## src/rtl/sensor_out_pkg.sv

```systemverilog
// Purpose: shared constants and types of the sensor output config block
// Assumes: 16-bit registers at 9-bit word addresses on the serial port
// Notes:   all field positions and reset values live here
package sensor_out_pkg;
    localparam int ADDR_W = 9;
    localparam int REG_W  = 16;
    localparam int PIX_W  = 10;
    localparam int WIN_W  = 4;
    localparam int ACC_W  = 17;
    localparam int CNT_W  = 8;
    localparam int OFS_W  = 11;

    // serial frame: address, write flag, then data, msb first
    localparam logic [4:0] SPI_CMD_BITS   = 5'h0a;
    localparam logic [4:0] SPI_FRAME_BITS = 5'h1a;
    localparam logic [4:0] SPI_CNT_MAX    = 5'h1f;

    // register offsets
    localparam logic [ADDR_W-1:0] OFS_LANE_PWR  = 9'h070;
    localparam logic [ADDR_W-1:0] OFS_DARK_CFG  = 9'h080;
    localparam logic [ADDR_W-1:0] OFS_GEN_CFG   = 9'h081;
    localparam logic [ADDR_W-1:0] OFS_ALIGN     = 9'h082;
    localparam logic [ADDR_W-1:0] OFS_FRAME_MRK = 9'h083;

    // reset values
    localparam logic [REG_W-1:0] RST_LANE_PWR  = 16'h0000;
    localparam logic [REG_W-1:0] RST_DARK_CFG  = 16'h4008;
    localparam logic [REG_W-1:0] RST_GEN_CFG   = 16'hc001;
    localparam logic [REG_W-1:0] RST_ALIGN     = 16'h03a6;
    localparam logic [REG_W-1:0] RST_FRAME_MRK = 16'h002a;
    localparam logic [REG_W-1:0] RD_UNMAPPED   = 16'h0000;

    // field positions
    localparam int CLK_PWR_B  = 0;
    localparam int SYNC_PWR_B = 1;
    localparam int DATA_PWR_B = 2;
    localparam int TGT_LSB    = 0;
    localparam int TGT_W      = 8;
    localparam int SAMP_LSB   = 8;
    localparam int SAMP_W     = 3;
    localparam int SEED_B     = 15;
    localparam int AUTO_B     = 0;
    localparam int MOFS_LSB   = 1;
    localparam int MOFS_W     = 9;
    localparam int SUB_B      = 10;
    localparam int NARROW_B   = 13;
    localparam int FSYNC_W    = 7;
    localparam int NARROW_LSB = 2;

    // fixed top bits of the frame marker word: start, end
    localparam logic [2:0] MARK_START = 3'h6;
    localparam logic [2:0] MARK_END   = 3'h5;

    localparam int WID_SHIFT = 4;
    localparam logic [PIX_W-1:0] CRC_POLY = 10'h233;

    typedef struct packed {
        logic             valid;
        logic             black;
        logic             frame_start;
        logic             frame_end;
        logic [WIN_W-1:0] win_id;
        logic [PIX_W-1:0] data;
    } pix_in_t;

    typedef struct packed {
        logic [PIX_W-1:0] data_word;
        logic [PIX_W-1:0] sync_word;
        logic [WIN_W-1:0] win_id;
    } lane_out_t;

    typedef enum logic [1:0] {
        SPI_IDLE = 2'b01,
        SPI_XFER = 2'b10
    } spi_state_t;

    typedef enum logic [1:0] {
        CAL_COLLECT = 2'b01,
        CAL_HOLD    = 2'b10
    } cal_state_t;
endpackage

```

## src/rtl/sensor_output_data_config.sv

```systemverilog
// Purpose: output config, black calibration, lane words
// Assumes: pixel stream on clk; serial pins async
// Notes:   one pipeline stage from pixel input to lane words
// How it works
// clock lane powered only when its bit set
// sync lane powered only when its bit set
// data lanes powered only when their bit set
// target dark level field, reset eight
// average two-to-the-field black samples
// checksum seeded all zeros or all ones
// automatic calibration on when bit set
// manual offset used when automatic is off
// manual offset added or subtracted by bit
// narrow word mode, window id delayed four
// idle data lanes send alignment word
// receiver aligns words using idle word
// frame word: fixed top three, seven programmable
// auto offset brings black average to target
`timescale 1ns/100ps
module sensor_output_data_config
    import sensor_out_pkg::*;
(
    input  wire logic        clk,
    input  wire logic        resetn,
    input  wire logic        sclk_pin,
    input  wire logic        ss_n_pin,
    input  wire logic        mosi_pin,
    output logic             miso,
    input  wire pix_in_t     pix_in,
    output lane_out_t        lanes,
    output logic             clk_lane_pwr,
    output logic             sync_lane_pwr,
    output logic             data_lane_pwr,
    output logic [PIX_W-1:0] crc_out
);
    logic              rst_s1, rst_n;
    logic [ADDR_W-1:0] cfg_addr;
    logic [REG_W-1:0]  cfg_wdata, cfg_rdata;
    logic              cfg_wr;

    logic [REG_W-1:0] pwr_reg, pwr_next;
    logic [REG_W-1:0] dark_reg, dark_next;
    logic [REG_W-1:0] gen_reg, gen_next;
    logic [REG_W-1:0] align_reg, align_next;
    logic [REG_W-1:0] mark_reg, mark_next;

    cal_state_t        cal_reg, cal_next;
    logic [ACC_W-1:0]  acc_reg, acc_next;
    logic [CNT_W-1:0]  cnt_reg, cnt_next;
    logic [OFS_W-1:0]  ofs_reg, ofs_next;

    lane_out_t         lanes_reg, lanes_next;
    logic [WIN_W-1:0]  dly_reg [WID_SHIFT];
    logic [WIN_W-1:0]  dly_next [WID_SHIFT];
    logic [PIX_W-1:0]  crc_reg, crc_next;
    logic [2:0]        pwr_o_reg, pwr_o_next;

    logic [TGT_W-1:0]  target;
    logic [SAMP_W-1:0] samp_exp;
    logic [MOFS_W-1:0] man_ofs;
    logic              auto_en, narrow, active;
    logic [OFS_W-1:0]  eff_ofs;
    logic [PIX_W-1:0]  corr;
    logic [ACC_W-1:0]  acc_sum;
    logic [PIX_W-1:0]  avg;
    logic [CNT_W-1:0]  need;

    // add a signed offset and clamp to the pixel range
    function automatic logic [PIX_W-1:0] apply_ofs(
        input logic [PIX_W-1:0] d,
        input logic [OFS_W-1:0] o);
        logic [OFS_W:0] s;
        s = {2'b00, d} + {o[OFS_W-1], o};
        if (s[OFS_W])
            apply_ofs = '0;
        else if (s[PIX_W])
            apply_ofs = '1;
        else
            apply_ofs = s[PIX_W-1:0];
    endfunction

    // one pixel word folded into the checksum, msb first
    function automatic logic [PIX_W-1:0] crc_step(
        input logic [PIX_W-1:0] c,
        input logic [PIX_W-1:0] d);
        logic [PIX_W-1:0] r;
        r = c;
        for (int i = PIX_W - 1; i >= 0; i--)
        begin
            if (r[PIX_W-1] ^ d[i])
                r = {r[PIX_W-2:0], 1'b0} ^ CRC_POLY;
            else
                r = {r[PIX_W-2:0], 1'b0};
        end
        crc_step = r;
    endfunction

    // register read decode; unmapped offsets read as zero
    function automatic logic [REG_W-1:0] reg_read(
        input logic [ADDR_W-1:0] a);
        case (a)
            OFS_LANE_PWR:  reg_read = pwr_reg;
            OFS_DARK_CFG:  reg_read = dark_reg;
            OFS_GEN_CFG:   reg_read = gen_reg;
            OFS_ALIGN:     reg_read = align_reg;
            OFS_FRAME_MRK: reg_read = mark_reg;
            default:       reg_read = RD_UNMAPPED;
        endcase
    endfunction

    // reset release through two flops, assertion stays asynchronous
    always_ff @(posedge clk or negedge resetn)
    begin
        if (!resetn)
        begin
            rst_s1 <= 1'b0;
            rst_n  <= 1'b0;
        end
        else
        begin
            rst_s1 <= 1'b1;
            rst_n  <= rst_s1;
        end
    end

    spi_cfg_port u_port (
        .clk      (clk),
        .rst_n    (rst_n),
        .sclk_pin (sclk_pin),
        .ss_n_pin (ss_n_pin),
        .mosi_pin (mosi_pin),
        .rd_data  (cfg_rdata),
        .miso     (miso),
        .addr     (cfg_addr),
        .wr_data  (cfg_wdata),
        .wr_stb   (cfg_wr)
    );

    assign cfg_rdata = reg_read(cfg_addr);

    // register writes; reserved bits are kept as written
    always_comb
    begin
        pwr_next   = pwr_reg;
        dark_next  = dark_reg;
        gen_next   = gen_reg;
        align_next = align_reg;
        mark_next  = mark_reg;
        if (cfg_wr)
        begin
            case (cfg_addr)
                OFS_LANE_PWR:  pwr_next   = cfg_wdata;
                OFS_DARK_CFG:  dark_next  = cfg_wdata;
                OFS_GEN_CFG:   gen_next   = cfg_wdata;
                OFS_ALIGN:     align_next = cfg_wdata;
                OFS_FRAME_MRK: mark_next  = cfg_wdata;
                default:       pwr_next   = pwr_reg;
            endcase
        end
    end

    always_ff @(posedge clk or negedge rst_n)
    begin
        if (!rst_n)
        begin
            pwr_reg   <= RST_LANE_PWR;
            dark_reg  <= RST_DARK_CFG;
            gen_reg   <= RST_GEN_CFG;
            align_reg <= RST_ALIGN;
            mark_reg  <= RST_FRAME_MRK;
        end
        else
        begin
            pwr_reg   <= pwr_next;
            dark_reg  <= dark_next;
            gen_reg   <= gen_next;
            align_reg <= align_next;
            mark_reg  <= mark_next;
        end
    end

    // field views
    assign target   = dark_reg[TGT_LSB +: TGT_W];
    assign samp_exp = dark_reg[SAMP_LSB +: SAMP_W];
    assign man_ofs  = gen_reg[MOFS_LSB +: MOFS_W];
    assign auto_en  = gen_reg[AUTO_B];
    assign narrow   = gen_reg[NARROW_B];
    assign active   = pix_in.valid & ~pix_in.black;
    assign need     = {{(CNT_W-1){1'b0}}, 1'b1} << samp_exp;
    assign acc_sum  = acc_reg + {{(ACC_W-PIX_W){1'b0}}, pix_in.data};
    assign avg      = PIX_W'(acc_sum >> samp_exp);

    // offset choice: computed when automatic, else signed manual value
    always_comb
    begin
        if (auto_en)
            eff_ofs = ofs_reg;
        else if (gen_reg[SUB_B])
            eff_ofs = OFS_W'(-{2'b00, man_ofs});
        else
            eff_ofs = {2'b00, man_ofs};
    end

    assign corr = apply_ofs(pix_in.data, eff_ofs);

    // black calibration: gather samples each frame, then hold offset;
    // a frame with too few black samples keeps the previous offset
    always_comb
    begin
        cal_next = cal_reg;
        acc_next = acc_reg;
        cnt_next = cnt_reg;
        ofs_next = ofs_reg;
        if (pix_in.frame_start)
        begin
            cal_next = CAL_COLLECT;
            acc_next = '0;
            cnt_next = '0;
        end
        else
        begin
            case (cal_reg)
                CAL_COLLECT:
                    if (pix_in.valid && pix_in.black && auto_en)
                    begin
                        acc_next = acc_sum;
                        cnt_next = cnt_reg + {{(CNT_W-1){1'b0}}, 1'b1};
                        if (cnt_next == need)
                        begin
                            cal_next = CAL_HOLD;
                            ofs_next = {3'b000, target}
                                     - {1'b0, avg};
                        end
                    end
                CAL_HOLD:
                    cal_next = CAL_HOLD;
                default:
                    cal_next = CAL_COLLECT;
            endcase
        end
    end

    always_ff @(posedge clk or negedge rst_n)
    begin
        if (!rst_n)
        begin
            cal_reg <= CAL_COLLECT;
            acc_reg <= '0;
            cnt_reg <= '0;
            ofs_reg <= '0;
        end
        else
        begin
            cal_reg <= cal_next;
            acc_reg <= acc_next;
            cnt_reg <= cnt_next;
            ofs_reg <= ofs_next;
        end
    end

    // lane words, window id delay, checksum and power enables
    always_comb
    begin
        lanes_next = lanes_reg;
        for (int i = WID_SHIFT - 1; i > 0; i--)
            dly_next[i] = dly_reg[i-1];
        dly_next[0] = pix_in.win_id;
        crc_next    = crc_reg;
        pwr_o_next  = {pwr_reg[DATA_PWR_B],
                       pwr_reg[SYNC_PWR_B],
                       pwr_reg[CLK_PWR_B]};
        // a powered-down lane sends all zeros
        if (!pwr_reg[DATA_PWR_B])
            lanes_next.data_word = '0;
        else if (active && narrow)
            lanes_next.data_word = {2'b00, corr[PIX_W-1:NARROW_LSB]};
        else if (active)
            lanes_next.data_word = corr;
        else
            lanes_next.data_word = align_reg[PIX_W-1:0];
        if (!pwr_reg[SYNC_PWR_B])
            lanes_next.sync_word = '0;
        else if (pix_in.frame_start)
            lanes_next.sync_word = {MARK_START,
                                    mark_reg[FSYNC_W-1:0]};
        else if (pix_in.frame_end)
            lanes_next.sync_word = {MARK_END,
                                    mark_reg[FSYNC_W-1:0]};
        else
            lanes_next.sync_word = align_reg[PIX_W-1:0];
        // narrow mode moves window id four cycles behind the data
        lanes_next.win_id = narrow ? dly_reg[WID_SHIFT-1]
                                   : pix_in.win_id;
        if (pix_in.frame_start)
            crc_next = dark_reg[SEED_B] ? '1 : '0;
        else if (active)
            crc_next = crc_step(crc_reg, lanes_next.data_word);
    end

    always_ff @(posedge clk or negedge rst_n)
    begin
        if (!rst_n)
        begin
            lanes_reg <= '0;
            for (int i = 0; i < WID_SHIFT; i++)
                dly_reg[i] <= '0;
            crc_reg   <= '0;
            pwr_o_reg <= 3'h0;
        end
        else
        begin
            lanes_reg <= lanes_next;
            for (int i = 0; i < WID_SHIFT; i++)
                dly_reg[i] <= dly_next[i];
            crc_reg   <= crc_next;
            pwr_o_reg <= pwr_o_next;
        end
    end

    assign lanes         = lanes_reg;
    assign crc_out       = crc_reg;
    assign clk_lane_pwr  = pwr_o_reg[0];
    assign sync_lane_pwr = pwr_o_reg[1];
    assign data_lane_pwr = pwr_o_reg[2];
endmodule

```

## src/rtl/spi_cfg_port.sv

```systemverilog
// Purpose: serial configuration port slave, oversampled by clk
// Assumes: sclk idles low, sample on rise, shift on fall
// Notes:   pins pass two flops before any logic reads them
`timescale 1ns/100ps
module spi_cfg_port
    import sensor_out_pkg::*;
(
    input  wire logic              clk,
    input  wire logic              rst_n,
    input  wire logic              sclk_pin,
    input  wire logic              ss_n_pin,
    input  wire logic              mosi_pin,
    input  wire logic [REG_W-1:0]  rd_data,
    output logic                   miso,
    output logic [ADDR_W-1:0]      addr,
    output logic [REG_W-1:0]       wr_data,
    output logic                   wr_stb
);
    logic [2:0]                sclk_sy;
    logic [1:0]                ss_sy;
    logic [1:0]                mosi_sy;
    spi_state_t                state_reg, state_next;
    logic [4:0]                cnt_reg, cnt_next;
    logic [SPI_FRAME_BITS-1:0] sh_reg, sh_next;
    logic [REG_W-1:0]          tx_reg, tx_next;
    logic [ADDR_W-1:0]         addr_reg, addr_next;
    logic [REG_W-1:0]          wd_reg, wd_next;
    logic                      wr_reg, wr_next;
    logic                      rw_reg, rw_next;
    logic                      rise, fall, ss_n, mosi;

    // synchronisers; edges use only the second and third stages
    always_ff @(posedge clk or negedge rst_n)
    begin
        if (!rst_n)
        begin
            sclk_sy <= 3'h0;
            ss_sy   <= 2'h3;
            mosi_sy <= 2'h0;
        end
        else
        begin
            sclk_sy <= {sclk_sy[1:0], sclk_pin};
            ss_sy   <= {ss_sy[0], ss_n_pin};
            mosi_sy <= {mosi_sy[0], mosi_pin};
        end
    end

    assign rise = sclk_sy[1] & ~sclk_sy[2];
    assign fall = ~sclk_sy[1] & sclk_sy[2];
    assign ss_n = ss_sy[1];
    assign mosi = mosi_sy[1];

    // frame decode; read data is loaded on the falling edge after the
    // write flag so the master sees its msb at the next rising edge
    always_comb
    begin
        state_next = state_reg;
        cnt_next   = cnt_reg;
        sh_next    = sh_reg;
        tx_next    = tx_reg;
        addr_next  = addr_reg;
        wd_next    = wd_reg;
        wr_next    = 1'b0;
        rw_next    = rw_reg;
        case (state_reg)
            SPI_IDLE:
                if (!ss_n)
                begin
                    state_next = SPI_XFER;
                    cnt_next   = 5'h00;
                    tx_next    = '0;
                end
            SPI_XFER:
                if (ss_n)
                    state_next = SPI_IDLE;
                else
                begin
                    if (rise && cnt_reg != SPI_CNT_MAX)
                    begin
                        sh_next  = {sh_reg[SPI_FRAME_BITS-2:0], mosi};
                        cnt_next = cnt_reg + 5'h01;
                        if (cnt_reg == SPI_CMD_BITS - 5'h01)
                        begin
                            addr_next = sh_reg[ADDR_W-1:0];
                            rw_next   = mosi;
                        end
                        if (cnt_reg == SPI_FRAME_BITS - 5'h01 && rw_reg)
                        begin
                            wr_next = 1'b1;
                            wd_next = {sh_reg[REG_W-2:0], mosi};
                        end
                    end
                    if (fall && cnt_reg == SPI_CMD_BITS)
                        tx_next = rd_data;
                    else if (fall && cnt_reg > SPI_CMD_BITS)
                        tx_next = {tx_reg[REG_W-2:0], 1'b0};
                end
            default:
                state_next = SPI_IDLE;
        endcase
    end

    always_ff @(posedge clk or negedge rst_n)
    begin
        if (!rst_n)
        begin
            state_reg <= SPI_IDLE;
            cnt_reg   <= 5'h00;
            sh_reg    <= '0;
            tx_reg    <= '0;
            addr_reg  <= '0;
            wd_reg    <= '0;
            wr_reg    <= 1'b0;
            rw_reg    <= 1'b0;
        end
        else
        begin
            state_reg <= state_next;
            cnt_reg   <= cnt_next;
            sh_reg    <= sh_next;
            tx_reg    <= tx_next;
            addr_reg  <= addr_next;
            wd_reg    <= wd_next;
            wr_reg    <= wr_next;
            rw_reg    <= rw_next;
        end
    end

    assign miso    = tx_reg[REG_W-1];
    assign addr    = addr_reg;
    assign wr_data = wd_reg;
    assign wr_stb  = wr_reg;
endmodule

```

## config.mk

```make
export PLATFORM = sky130hd
export DESIGN_NAME = sensor_output_data_config
export DESIGN_NICKNAME = d
export VERILOG_FILES = /design/src/rtl/sensor_out_pkg.sv /design/src/rtl/sensor_output_data_config.sv /design/src/rtl/spi_cfg_port.sv
export SDC_FILE = /design/constraint.sdc
export NUM_CORES = 1
export LEC_CHECK = 0
export ABC_AREA = 1
export CAP_MARGIN = 20
export CORE_ASPECT_RATIO = 0.7
export CORE_MARGIN = 1
export CORE_UTILIZATION = 55
export DETAILED_ROUTE_END_ITERATION = 8
export DONT_BUFFER_PORTS = 1
export PLACE_DENSITY = 0.76
export SETUP_SLACK_MARGIN = 0.15
export SLEW_MARGIN = 15
export SYNTH_ARGS = -nofsm -noshare
export SYNTH_HDL_FRONTEND = slang
export SYNTH_SLANG_ARGS = --single-unit
```

## constraint.sdc

```tcl
create_clock -name clk -period 17.5 [get_ports clk]
set_clock_uncertainty 0.05 [all_clocks]
set_input_delay 1.75 -clock clk [delete_from_list [all_inputs] [get_ports clk]]
set_output_delay 1.75 -clock clk [all_outputs]
set_load 0.05 [all_outputs]
```

==> results of run 1 <==
worst register-to-register path: cells and delay by family, from the launching register on:
| family | cells | cell delay [ps] |
|---|---|---|
| fa+ha+maj | 1 | 340 |
| flops | 1 | 460 |
| compound gates | 3 | 550 |
| simple gates | 28 | 2850 |
| buf+inv | 2 | 110 |
cell families (layout without fill, tap and decap cells):
family / Yosys count / in the layout
AND/OR/NAND/NOR: 701 / 701
AO/OA/AOI/OAI: 348 / 348
buffers and inverters: 250 / 255
flip-flops: 245 / 245
adder cells (fa/ha/maj): 40 / 40
XOR/XNOR: 32 / 32
other: 1 / 1
worst max-delay path by stage:
stage                       to      start
floorplan           acc_reg[0]      rst_n
CTS                 ofs_reg[9]  pix_in[2]
global placement    ofs_reg[9]  pix_in[2]
detailed placement  ofs_reg[9]  pix_in[2]
global route        ofs_reg[9]  pix_in[2]
finish              ofs_reg[9]  pix_in[2]
per-layer routing:
layer	track usage	part of all wire	vias to the layer above
met1	0.4433	0.49	5251
met3	0.05442	0.091	41
li1	-	-	5304
met2	0.3835	0.41	422
met5	0	0	-
met4	0.05202	0.015	0
cell type report:
cell class              count  area [um^2]  share of cell area
clock buffers              27        643.1             0.04558
inverters                 198        744.5             0.05276
clock inverters            17        235.2             0.01667
multi-input cells        1122         5823              0.4127
repair buffers             13        116.4            0.008247
flip-flops and latches    245         6157              0.4364
well taps                 312        390.4             0.02767
stage by stage:
step           std cells  utilization
6_report            1934       0.6175
5_1_grt             1934       0.6175
4_1_cts             1931       0.6159
3_5_place_dp        1887       0.5774
3_3_place_gp        1886       0.5769
2_1_floorplan       1617            -
power breakdown:
part	switching (uW)	leakage (uW)	total, uW	internal (uW)
clock	232	0.000426	573	342
sequential	33.5	0.00328	618	585
combinational	110	0.00290	156	45.9
placed cells by master (no fill, tap or decap), types with 6 or more instances in the layout:
cell         n
o22ai_1     23
ha_1        37
xnor2_1     10
xor2_1      22
inv_1      188
buf_4       10
inv_2        7
nand3_2      6
nor2_1      68
o21ai_0    209
o211ai_1    22
o221ai_1     9
dfstp_2     18
nor3_1      10
a221oi_1    13
nand3_1    111
dfrtp_1    226
o21ai_1      6
nand4_1     19
a21oi_1     44
clkinv_2     6
clkbuf_16   25
nand2_2     24
nand2_1    438
==> summary.md, run 1 <==
| Metric | Value |
|---|---|
| Status | finished clean |
| Top cell by count, worst path | nand2_1 |
| Buf+Inv Stages, Crit Path | 1 |
| Input/output buffers | 0 |
| Initial core utilization | 0.5652 |
| RSZ-0062 raised after global routing | no |
| Syn_area_per_cell | roughly 8.0 um^2 |
| Post-synth EDFFs | 0 |
| CTS tree | done |
| CTS max path bufs | 3 |
| Avg WL per Cell | ~17 um |
| Yosys top cell area share | 0.4398 |
| Clock Latency Late Sink | about 530 ps |
| Worst hold endpoint | dly_next[3] |
| Clk slew on worst S/H paths | 60 ps |
| Hold Path Depth | 0 |
| Die height | ~130 um |
| Post-synth cell types | 52 |
| Core area | about 23000 um^2 |
| Syn_nets | ~1700 |
| Critical R2R Launch | gen_reg[3] |
| ANT cells | 0 |
| Initial antenna violation count | 0 |
| First-pass GRT wire length | between 50 and 60 mm |
| Dpl cell area | approximately 13000 um^2 |
| Die X | ~190 um |
| Final setup margin | 12370 ps |
| Final GP Congestion | 0.9154 |
| Top-count cell post-synth | nand2_1 |
| Pwr/cell area | roughly 96 nW/um^2 |
| Area of the die | 24110 um^2 |
| H-tree depth | 1 |
| Synth Area in XOR/XNOR | 0.02170 |
| Synth Cell Area | roughly 13000 um^2 |
| Post-synth top cells | nand2_1, dfrtp_1, o21ai_0 |
| CP arrival | between 5000 and 6000 ps |
| Largest family of logic cells by synthesized area | simple AND/OR/NAND/NOR gates |
| Pin count of the biggest net entering global routing | 74 |
| Worst Max-Slew Pin Slew | between 1000 and 1500 ps |
| Crit path time final | slightly above 5000 ps |
| Max reg flops | 24 |
| Critical path startpoint category | primary input |
| Final worst path period share | 0.2934 |
| Area Growth Syn to Fin | 9.252% |
| R2r endpoint | crc_out[9] |
| Rows | 46 |
| # setup viols final | 0 |
| Leakage | between 0.006 and 0.007 uW |
| Worst Setup End Kind | register |
| R2R cell count | 34 |
| WP data required | between 15000 and 20000 ps |
| Top FF cell, synth | dfrtp_1 |
| Drt total wl | around 33 mm |
| Pwr Total | 1348 uW |
| Fmax | around 0.19 GHz |
| Cts bufs inserted | 24 |
| Root buf cell | clkbuf_16 |
| Worst slack, placed | 11910 ps |
| Share of cells above drive strength 1 | 0.08076 |
| Number of max-cap violations | 0 |
| Nets | around 1700 |
| Area fraction in compound gates after synthesis | 0.1537 |
| Final hold vios | 0 |
| CP Depth | 25 |
| Worst IR Drop VDD | around 69 uV |
| Number of global-route vias before repair | roughly 10000 |
| CTS resizes | 0 |
| Iter 0 DRT Violations | roughly 1200 |
| Setup Buffers After CTS | 0 |
| Area leader, netlist | dfrtp_1 |
| Max-Slew Margin vs Limit | 0.3209 |
| Critical path class | primary input to register |
| Worst hold path startpoint | dly_next[7] |
| Fill count | 2047 |
| Post-synth ARST share | 1.000 |
| Design area | 14110 um^2 |
| Clock Sinks | between 200 and 250 |
| Main area contributors after synthesis | dfrtp_1, nand2_1, o21ai_0 |
| Post-DR vias/cell | 5.697 |
| I/O pin count | 61 |
| Synth Area in Adders | 0.04050 |
| Synth Area in Simple Gates | 0.2343 |
| Yosys warning count | 0 |
| Grt total ovfl | 0 |
| Hold buffer count at CTS | 0 |
| Reg-to-reg slack, setup | 13020 ps |
| DRC | 0 |
| Via count | approximately 11000 |
| Yosys reg bits | 245 |
| CP max-delay cell | ha_1 |
| Fraction of synthesized area in multiplexers | 0 |
| Crit Path Max Fanout | 4 |
| Sequential area share after synthesis | 0.4765 |
| Drt pass-1 iters | 5 |
| Hold slack | 297.7 ps |
| Post-route setup TNS | 0 ps |
| CP peak stage delay | just under 400 ps |
| Slew Viols, Final | 0 |
| Hpwl dp | between 20 and 25 mm |
| Cells after synthesis | approximately 1600 |
| Number of nets still failing antenna checks after routing | 0 |
| Delay-heaviest family, CP | compound AO/OA/AOI/OAI gates |
| Hold Path Class | register to register |
| Total Routing Usage GR | 0.2763 |
Power figures use the tool's default switching activity.
==> run 2: changes to the inputs <==
--- a/config.mk
+++ b/config.mk
@@ -5,14 +5,14 @@
 export SDC_FILE = /design/constraint.sdc
 export NUM_CORES = 1
 export LEC_CHECK = 0
-export ABC_AREA = 1
+export ABC_AREA = 0
 export CAP_MARGIN = 20
 export CORE_ASPECT_RATIO = 0.7
 export CORE_MARGIN = 1
 export CORE_UTILIZATION = 55
 export DETAILED_ROUTE_END_ITERATION = 8
 export DONT_BUFFER_PORTS = 1
-export PLACE_DENSITY = 0.76
+export PLACE_DENSITY = 0.79
 export SETUP_SLACK_MARGIN = 0.15
 export SLEW_MARGIN = 15
 export SYNTH_ARGS = -nofsm -noshare
==> constraint.sdc (replaced) <==
create_clock -name clk -period 4.3 [get_ports clk]
set_clock_uncertainty 0.05 [all_clocks]
set_input_delay 0.43 -clock clk [delete_from_list [all_inputs] [get_ports clk]]
set_output_delay 0.43 -clock clk [all_outputs]
set_load 0.05 [all_outputs]
==> run 2 against run 1 <==
The run now ends with negative setup slack left; area after synthesis fell by 0.70%; total power rose to 4.1 times the previous value; critical path depth fell by 7; register-to-register slack got worse by 13000 ps; via count fell by 6.8%; worst setup slack got worse by 13000 ps; utilization rose by 6.9 points; global-route usage rose by 0.51 points; clock power rose to 4.0 times the previous value; synthesized cell count fell by 25%.
==> summary.md, run 2 <==
| Metric | Value |
|---|---|
| Status | complete, but fails checks |
| Failing checks | negative setup slack |
| Clock Sinks | 245 (unchanged) |
| Critical path startpoint category | register |
| Pwr/cell area | 351.4 nW/um^2 (+270%) |
| Final worst path period share | 1.110 |
| Post-Route Utilization | 0.6867 (+0.06917) |
| Hold slack | 28.32 ps (-269.4 ps) |
| Design area | 15610 um^2 (+11%) |
| Hpwl dp | 22.30 mm (-5.2%) |
| ANT cells | 0 (unchanged) |
| Final GP Congestion | 0.9737 (+6.4%) |
| Die height | 129.8 um (-0.34%) |
| Post-DR vias/cell | 6.187 (+8.6%) |
| Cells after synthesis | 1210 (-25%) |
| Drt total wl | 34.24 mm (+4.1%) |
| Fraction of synthesized area in multiplexers | 0.1259 (+0.1259) |
| Synth Area in Simple Gates | 0.1271 (-0.1071) |
| Final hold vios | 0 (unchanged) |
| Clk slew on worst S/H paths | 70 ps (about the same) |
| CP arrival | 5140 ps (-360 ps) |
| Grt total ovfl | 0 (unchanged) |
| Top-count cell post-synth | dfrtp_1 |
| Number of global-route vias before repair | 9770 (-1.0%) |
| Synth Area in XOR/XNOR | 0.04322 (+0.02152) |
| Synth Area in Adders | 0.04078 (+0.0002845) |
| Worst-path cell chain | buf_4 > or3_4 > or4_4 > o21ai_2 > xor2_1 > o21ai_1 > ha_1 > and4_1 > or3_4 > o22ai_4 > nor3_4 > o31ai_4 > mux2i_1 > o221a_2 > xnor3_2 > xnor2_2 > mux2i_1 > o21ai_1 |
| Pin count of the biggest net entering global routing | 105 (+42%) |
| Number of max-cap violations | 0 (unchanged) |
| Worst Max-Slew Pin Slew | 880.5 ps (-135.7 ps) |
| Post-synth ARST share | 1.000 (unchanged) |
| CTS tree | done |
| Area Growth Syn to Fin | 21.73% |
| Yosys warning count | 0 (unchanged) |
| Top FF cell, synth | dfrtp_1 |
| Post-synth top cells | dfrtp_1, mux2_2, nand2_1 |
| Initial core utilization | 0.5641 (-0.001101) |
| Fill count | 1592 (-22%) |
| CP max-delay cell | xnor3_2 |
| Critical path class | register to register |
| I/O pin count | 61 (unchanged) |
| Synth Cell Area | 12820 um^2 (-0.70%) |
| Share of cells above drive strength 1 | 0.3059 (+0.2251) |
| CP peak stage delay | 480 ps (+90 ps) |
| Area leader, netlist | dfrtp_1 |
| Final setup margin | -473.7 ps (-12840 ps) |
| Via count | 10260 (-6.8%) |
| Fmax | about 0.21 GHz |
| Post-synth EDFFs | 0 (unchanged) |
| Pwr Total | 5486 uW (+310%) |
| Syn_area_per_cell | 10.60 um^2 (+33%) |
| Yosys reg bits | 245 (unchanged) |
| Syn_nets | 1273 (-24%) |
| RSZ-0062 raised after global routing | yes |
| Area fraction in compound gates after synthesis | 0.1574 (+0.003617) |
| CTS max path bufs | 3 (unchanged) |
| WP data required | 4670 ps (-13190 ps) |
| Sequential area share after synthesis | 0.4798 (+0.003347) |
| Reg-to-reg slack, setup | -470 ps (-13490 ps) |
| Die X | 184.5 um (-0.35%) |
| Max-Slew Margin vs Limit | 0.4116 (+0.09069) |
| Clock Latency Late Sink | 550 ps (+20 ps) |
| Yosys top cell area share | 0.4429 (+0.003090) |
| Largest family of logic cells by synthesized area | compound AO/OA/AOI/OAI gates |
| Core area | 22730 um^2 (-0.50%) |
| DRC | 0 (unchanged) |
| Iter 0 DRT Violations | 1116 (-7.9%) |
| H-tree depth | 1 (unchanged) |
| Worst Setup End Kind | register |
| Most common cell after layout, fill and taps aside | dfrtp_1 |
| Number of nets still failing antenna checks after routing | 0 (unchanged) |
| Worst slack, placed | -543.9 ps (-12450 ps) |
| Main area contributors after synthesis | dfrtp_1, mux2_2, nand2_1 |
| Root buf cell | clkbuf_16 |
| First-pass GRT wire length | 52.94 mm (+1.1%) |
| Cts bufs inserted | 24 (unchanged) |
| Area of the die | 23940 um^2 (-0.69%) |
| Nets | 1392 (-16%) |
| Total Routing Usage GR | 0.2814 (+0.005069) |
| Leakage | 0.007311 uW (+11%) |
| Rows | 46 (unchanged) |
| Worst IR Drop VDD | 328.6 uV (+370%) |
| Dpl cell area | 13840 um^2 (+4.9%) |
| Max reg flops | 24 (unchanged) |
| Drt pass-1 iters | 5 (unchanged) |
| Input/output buffers | 0 (unchanged) |
| Hold Path Class | primary input to register |
| Crit path time final | around 4800 ps |
| Post-synth cell types | 73 (+40%) |
| Slew Viols, Final | 0 (unchanged) |
| Crit Path Max Fanout | 8 (+4) |
| Avg WL per Cell | 20.64 um (+21%) |
| Most frequent cells in the layout | dfrtp_1, mux2_2, nand2_1 |
| # setup viols final | 10 (+10) |
| Initial antenna violation count | 0 (unchanged) |
run 2: report_power, final:
| part | internal, uW | total (uW) | leakage [uW] | switching, uW |
|---|---|---|---|---|
| Combinational | 304 | 685 | 0.00361 | 381 |
| Clock | 1340 | 2290 | 0.000416 | 941 |
| Sequential | 2370 | 2520 | 0.00329 | 146 |
run 2: kinds of logic after synthesis:
logic type,after synthesis
XOR/XNOR,59
AO/OA/AOI/OAI,297
buffers and inverters,87
flip-flops,245
adder cells (fa/ha/maj),40
AND/OR/NAND/NOR,336
multiplexers,145
other,1
run 2: final timing paths:
check	start	endpoint	cells after the start
max	gen_reg[2]	crc_out[0]	18
min	pix_in[15]	lanes[13]	1
max reg2reg	gen_reg[2]	crc_out[0]	18
min reg2reg	dly_next[11]	dly_next[7]	0
max in group asynchronous	rst_n	u_port.state_reg[0]	1
min in group asynchronous	resetn	rst_n	1
run 2: area by class of cell:
class / count / area, um^2 / area share
Sequential cell: 245 / 6157 / 0.3944
Clock inverter: 8 / 151.4 / 0.009698
Tap cell: 312 / 390.4 / 0.02501
Inverter: 29 / 108.9 / 0.006973
Multi-Input combinational cell: 878 / 6832 / 0.4376
Timing Repair Buffer: 151 / 1256 / 0.08047
Clock buffer: 36 / 715.7 / 0.04584
run 2: per-layer routing:
| layer | up-vias | wire length, um | track usage |
|---|---|---|---|
| met5 | - | 0 | 0 |
| met4 | 0 | 714 | 0.06765 |
| met3 | 67 | 3154 | 0.05610 |
| met2 | 451 | 15320 | 0.4346 |
| met1 | 5086 | 15050 | 0.4089 |
| li1 | 4660 | - | - |
run 2: worst max-delay path: cells and delay by family, from the launching register on:
family | cells | cell delay, ps
AND/OR/NAND/NOR | 5 | 1490
AO/OA/AOI/OAI | 6 | 1010
XOR/XNOR | 3 | 840
flip-flops | 1 | 400
multiplexers | 2 | 370
adder cells (fa/ha/maj) | 1 | 340
buffers and inverters | 1 | 160
run 2: per-stage QoR:
stage | TNS (ps) | cells
4_1_cts | -2416 | 1642
3_3_place_gp | -2748 | 1564
3_5_place_dp | -4361 | 1564
2_1_floorplan | -869.0 | 1210
5_1_grt | -5722 | 1659
6_report | -3307 | 1659
run 2: what timing repair did:
action | CTS | global route
pin swaps | 24 | 49
setup buffers | 13 | 16
hold endpoints to repair | 30 | 0
hold buffers | 21 | 0
setup endpoints to repair | 15 | 17
gates resized for setup | 41 | 76
==> run 3: changes to the inputs <==
--- a/config.mk
+++ b/config.mk
@@ -7,12 +7,14 @@
 export LEC_CHECK = 0
 export ABC_AREA = 0
 export CAP_MARGIN = 20
+export CELL_PAD_IN_SITES_DETAIL_PLACEMENT = 1
+export CELL_PAD_IN_SITES_GLOBAL_PLACEMENT = 1
 export CORE_ASPECT_RATIO = 0.7
 export CORE_MARGIN = 1
-export CORE_UTILIZATION = 55
+export CORE_UTILIZATION = 46
 export DETAILED_ROUTE_END_ITERATION = 8
 export DONT_BUFFER_PORTS = 1
-export PLACE_DENSITY = 0.79
+export PLACE_DENSITY = 0.82
 export SETUP_SLACK_MARGIN = 0.15
 export SLEW_MARGIN = 15
 export SYNTH_ARGS = -nofsm -noshare
==> run 3 against run 2 <==
The run still ends with negative setup slack left; maximum frequency fell by 5.8%; final cell count rose by 4.5%; wire length rose by 48%; die area rose by 19%; combinational power rose by 16%; highest routed layer is now met5.
==> summary.md, run 3 (same netlist as run 2, synthesis figures left out) <==
| Metric | Value |
|---|---|
| Crit path time final | 5069 ps (+295.5 ps) |
| Slew Viols, Final | 0 (unchanged) |
| First-pass GRT wire length | 68.95 mm (+30%) |
| Max reg flops | 24 (unchanged) |
| Number of max-cap violations | 0 (unchanged) |
| Leakage | 0.007414 uW (+1.4%) |
| CTS tree | done |
| Share of cells above drive strength 1 | 0.3221 (+0.01627) |
| Status | complete, but fails checks |
| Pwr/cell area | 354.2 nW/um^2 (+0.78%) |
| Crit Path Max Fanout | 7 (-1) |
| Worst IR Drop VDD | 274.7 uV (-16%) |
| Buf+Inv Stages, Crit Path | 3 (+2) |
| Hold Path Depth | 2 (+1) |
| Final setup margin | -769.3 ps (-295.5 ps) |
| Max-Slew Margin vs Limit | 0.3747 (-0.03685) |
| I/O pin count | 61 (unchanged) |
| RSZ-0062 raised after global routing | yes |
| Final hold vios | 0 (unchanged) |
| Failing checks | negative setup slack |
| Total Routing Usage GR | 0.3114 (+0.03008) |
| Delay-heaviest family, CP | simple AND/OR/NAND/NOR gates |
| R2r endpoint | crc_out[2] |
| Hpwl dp | 27.18 mm (+22%) |
| Die height | 141.7 um (+9.2%) |
| Global Route met3 Usage | 0.06293 (+0.006832) |
| Area of the die | 28560 um^2 (+19%) |
| Grt total ovfl | 0 (unchanged) |
| CP peak stage delay | 400 ps (-80 ps) |
| Core area | 27090 um^2 (+19%) |
| Clock Sinks | 245 (unchanged) |
| Met2 Resource Use GR | 0.5152 (+0.08062) |
| Critical path class | register to register |
| Initial core utilization | 0.4734 (-0.09068) |
| Most common cell after layout, fill and taps aside | dfrtp_1 |
| ANT cells | 0 (unchanged) |
| Number of nets still failing antenna checks after routing | 0 (unchanged) |
| Fmax | 0.1973 GHz (-5.8%) |
| Clock Latency Late Sink | 570 ps (+20 ps) |
| Reg-to-reg slack, setup | -770 ps (-300 ps) |
| Input/output buffers | 0 (unchanged) |
| H-tree depth | 1 (unchanged) |
| Worst-path cell chain | inv_2 > ha_4 > or3b_4 > or3_4 > o31a_4 > xnor2_2 > o21ai_1 > ha_1 > and4_4 > or3_4 > o22ai_4 > nor3_4 > buf_4 > or2_4 > a211oi_4 > o21ai_2 > xnor2_2 > xor2_2 > buf_4 > nand2_1 > a22o_1 |
| R2R cell count | 21 (+3) |
| Die X | 201.6 um (+9.2%) |
| CP arrival | 5470 ps (+330 ps) |
| Worst hold path startpoint | pix_in[14] |
| Initial antenna violation count | 1 (+1) |
| Iter 0 DRT Violations | 1088 (-2.5%) |
| DRC | 0 (unchanged) |
| Cts bufs inserted | 25 (+4.2%) |
| Global Route met1 Usage | 0.4064 (-0.002498) |
| Rows | 50 (+8.7%) |
| WP data required | 4700 ps (+30 ps) |
| Final worst path period share | 1.179 (+0.06873) |
| CP max-delay cell | dfrtp_1 |
| Root buf cell | clkbuf_16 |
| Most frequent cells in the layout | dfrtp_1, buf_4, mux2_2 |
| Pwr Total | 5640 uW (+2.8%) |
| Post-Route Utilization | 0.5879 (-0.09883) |
| Post-route setup TNS | -8629 ps (-5322 ps) |
| Finished Layout Cells | 1733 (+4.5%) |
| Avg WL per Cell | 29.17 um (+41%) |
| Pin count of the biggest net entering global routing | 77 (-27%) |
| Placed insts | 1621 (+3.6%) |
| Hold slack | 40.94 ps (+12.62 ps) |
| Area Growth Syn to Fin | 24.17% |
| Hold Path Class | primary input to register |
| Critical R2R Launch | gen_reg[1] |
| Via count | 11600 (+13%) |
| Post-DR vias/cell | 6.691 (+8.2%) |
| Worst Max-Slew Pin Slew | 935.7 ps (+55.14 ps) |
| Worst Setup End Kind | register |
| Drt pass-1 iters | 5 (unchanged) |
| Nets | 1413 (+1.5%) |
| # setup viols final | 19 (+9) |
| Final GP Congestion | 0.9352 (-4.0%) |
| Worst hold endpoint | lanes[12] |
| CTS max path bufs | 3 (unchanged) |
| Critical path startpoint category | register |
| Number of global-route vias before repair | 11670 (+19%) |
| Drt total wl | 50.56 mm (+48%) |
| Clk slew on worst S/H paths | 70 ps (about the same) |
| GRT busiest layer | met2 |
## run 3: report_power, final
part	switching, uW	internal, uW	total [uW]	leakage [uW]
Combinational	450	344	795	0.00372
Clock	1070	1260	2330	0.000409
Sequential	151	2370	2520	0.00329
Total	1670	3970	5640	0.00741
## run 3: layout make-up
type                       instances  area [um^2]
timing repair buffer             171         1428
inverter                          29        108.9
multi-input combinational        878         6939
fill                            2798        11160
sequential                       245         6157
clock buffer                      31        678.2
tap                              364        455.4
clock inverter                    15        157.7
## run 3: worst reg2reg max path: cells and delay by family, from the launching register on
family	cells	cell delay (ps)
buffers and inverters	3	430
DFF	1	400
AOI/OAI and AO/OA	6	1240
xor gates and xnor gates	3	630
and+or+nand+nor	7	1750
adders and majority gates	2	450
## run 3: timing repair
item                                   in CTS  in global routing
endpoints found under the hold margin      31                  0
gates resized for setup                    91                 46
buffers inserted                           26                 17
pin swaps                                  54                 39
setup endpoints to repair                  17                 26
hold buffers                               23                  0
## run 3: worst max path at each step
stage                    start          to  slack [ps]  cells after the start
floorplan           gen_reg[1]  crc_out[0]        -230                     19
global placement    gen_reg[1]  crc_out[0]        -300                     20
detailed placement  gen_reg[1]  crc_out[6]        -550                     19
CTS                 gen_reg[1]  crc_out[0]        -450                     19
global route        gen_reg[2]  crc_out[0]        -900                     19
finish              gen_reg[1]  crc_out[2]        -770                     21
## run 3: layer usage
metal | wire, um | up-vias
met5 | 13 | -
met4 | 3175 | 2
met3 | 4327 | 267
met2 | 23330 | 768
met1 | 19720 | 5871
li1 | - | 4688
## run 3: metrics by stage
step	worst slack, ps	instance area, um^2
6_report	-769.3	15920
5_1_grt	-895.3	15920
4_1_cts	-445.2	15590
3_5_place_dp	-546.2	13940
3_3_place_gp	-295.1	13940
2_1_floorplan	-225.5	12870
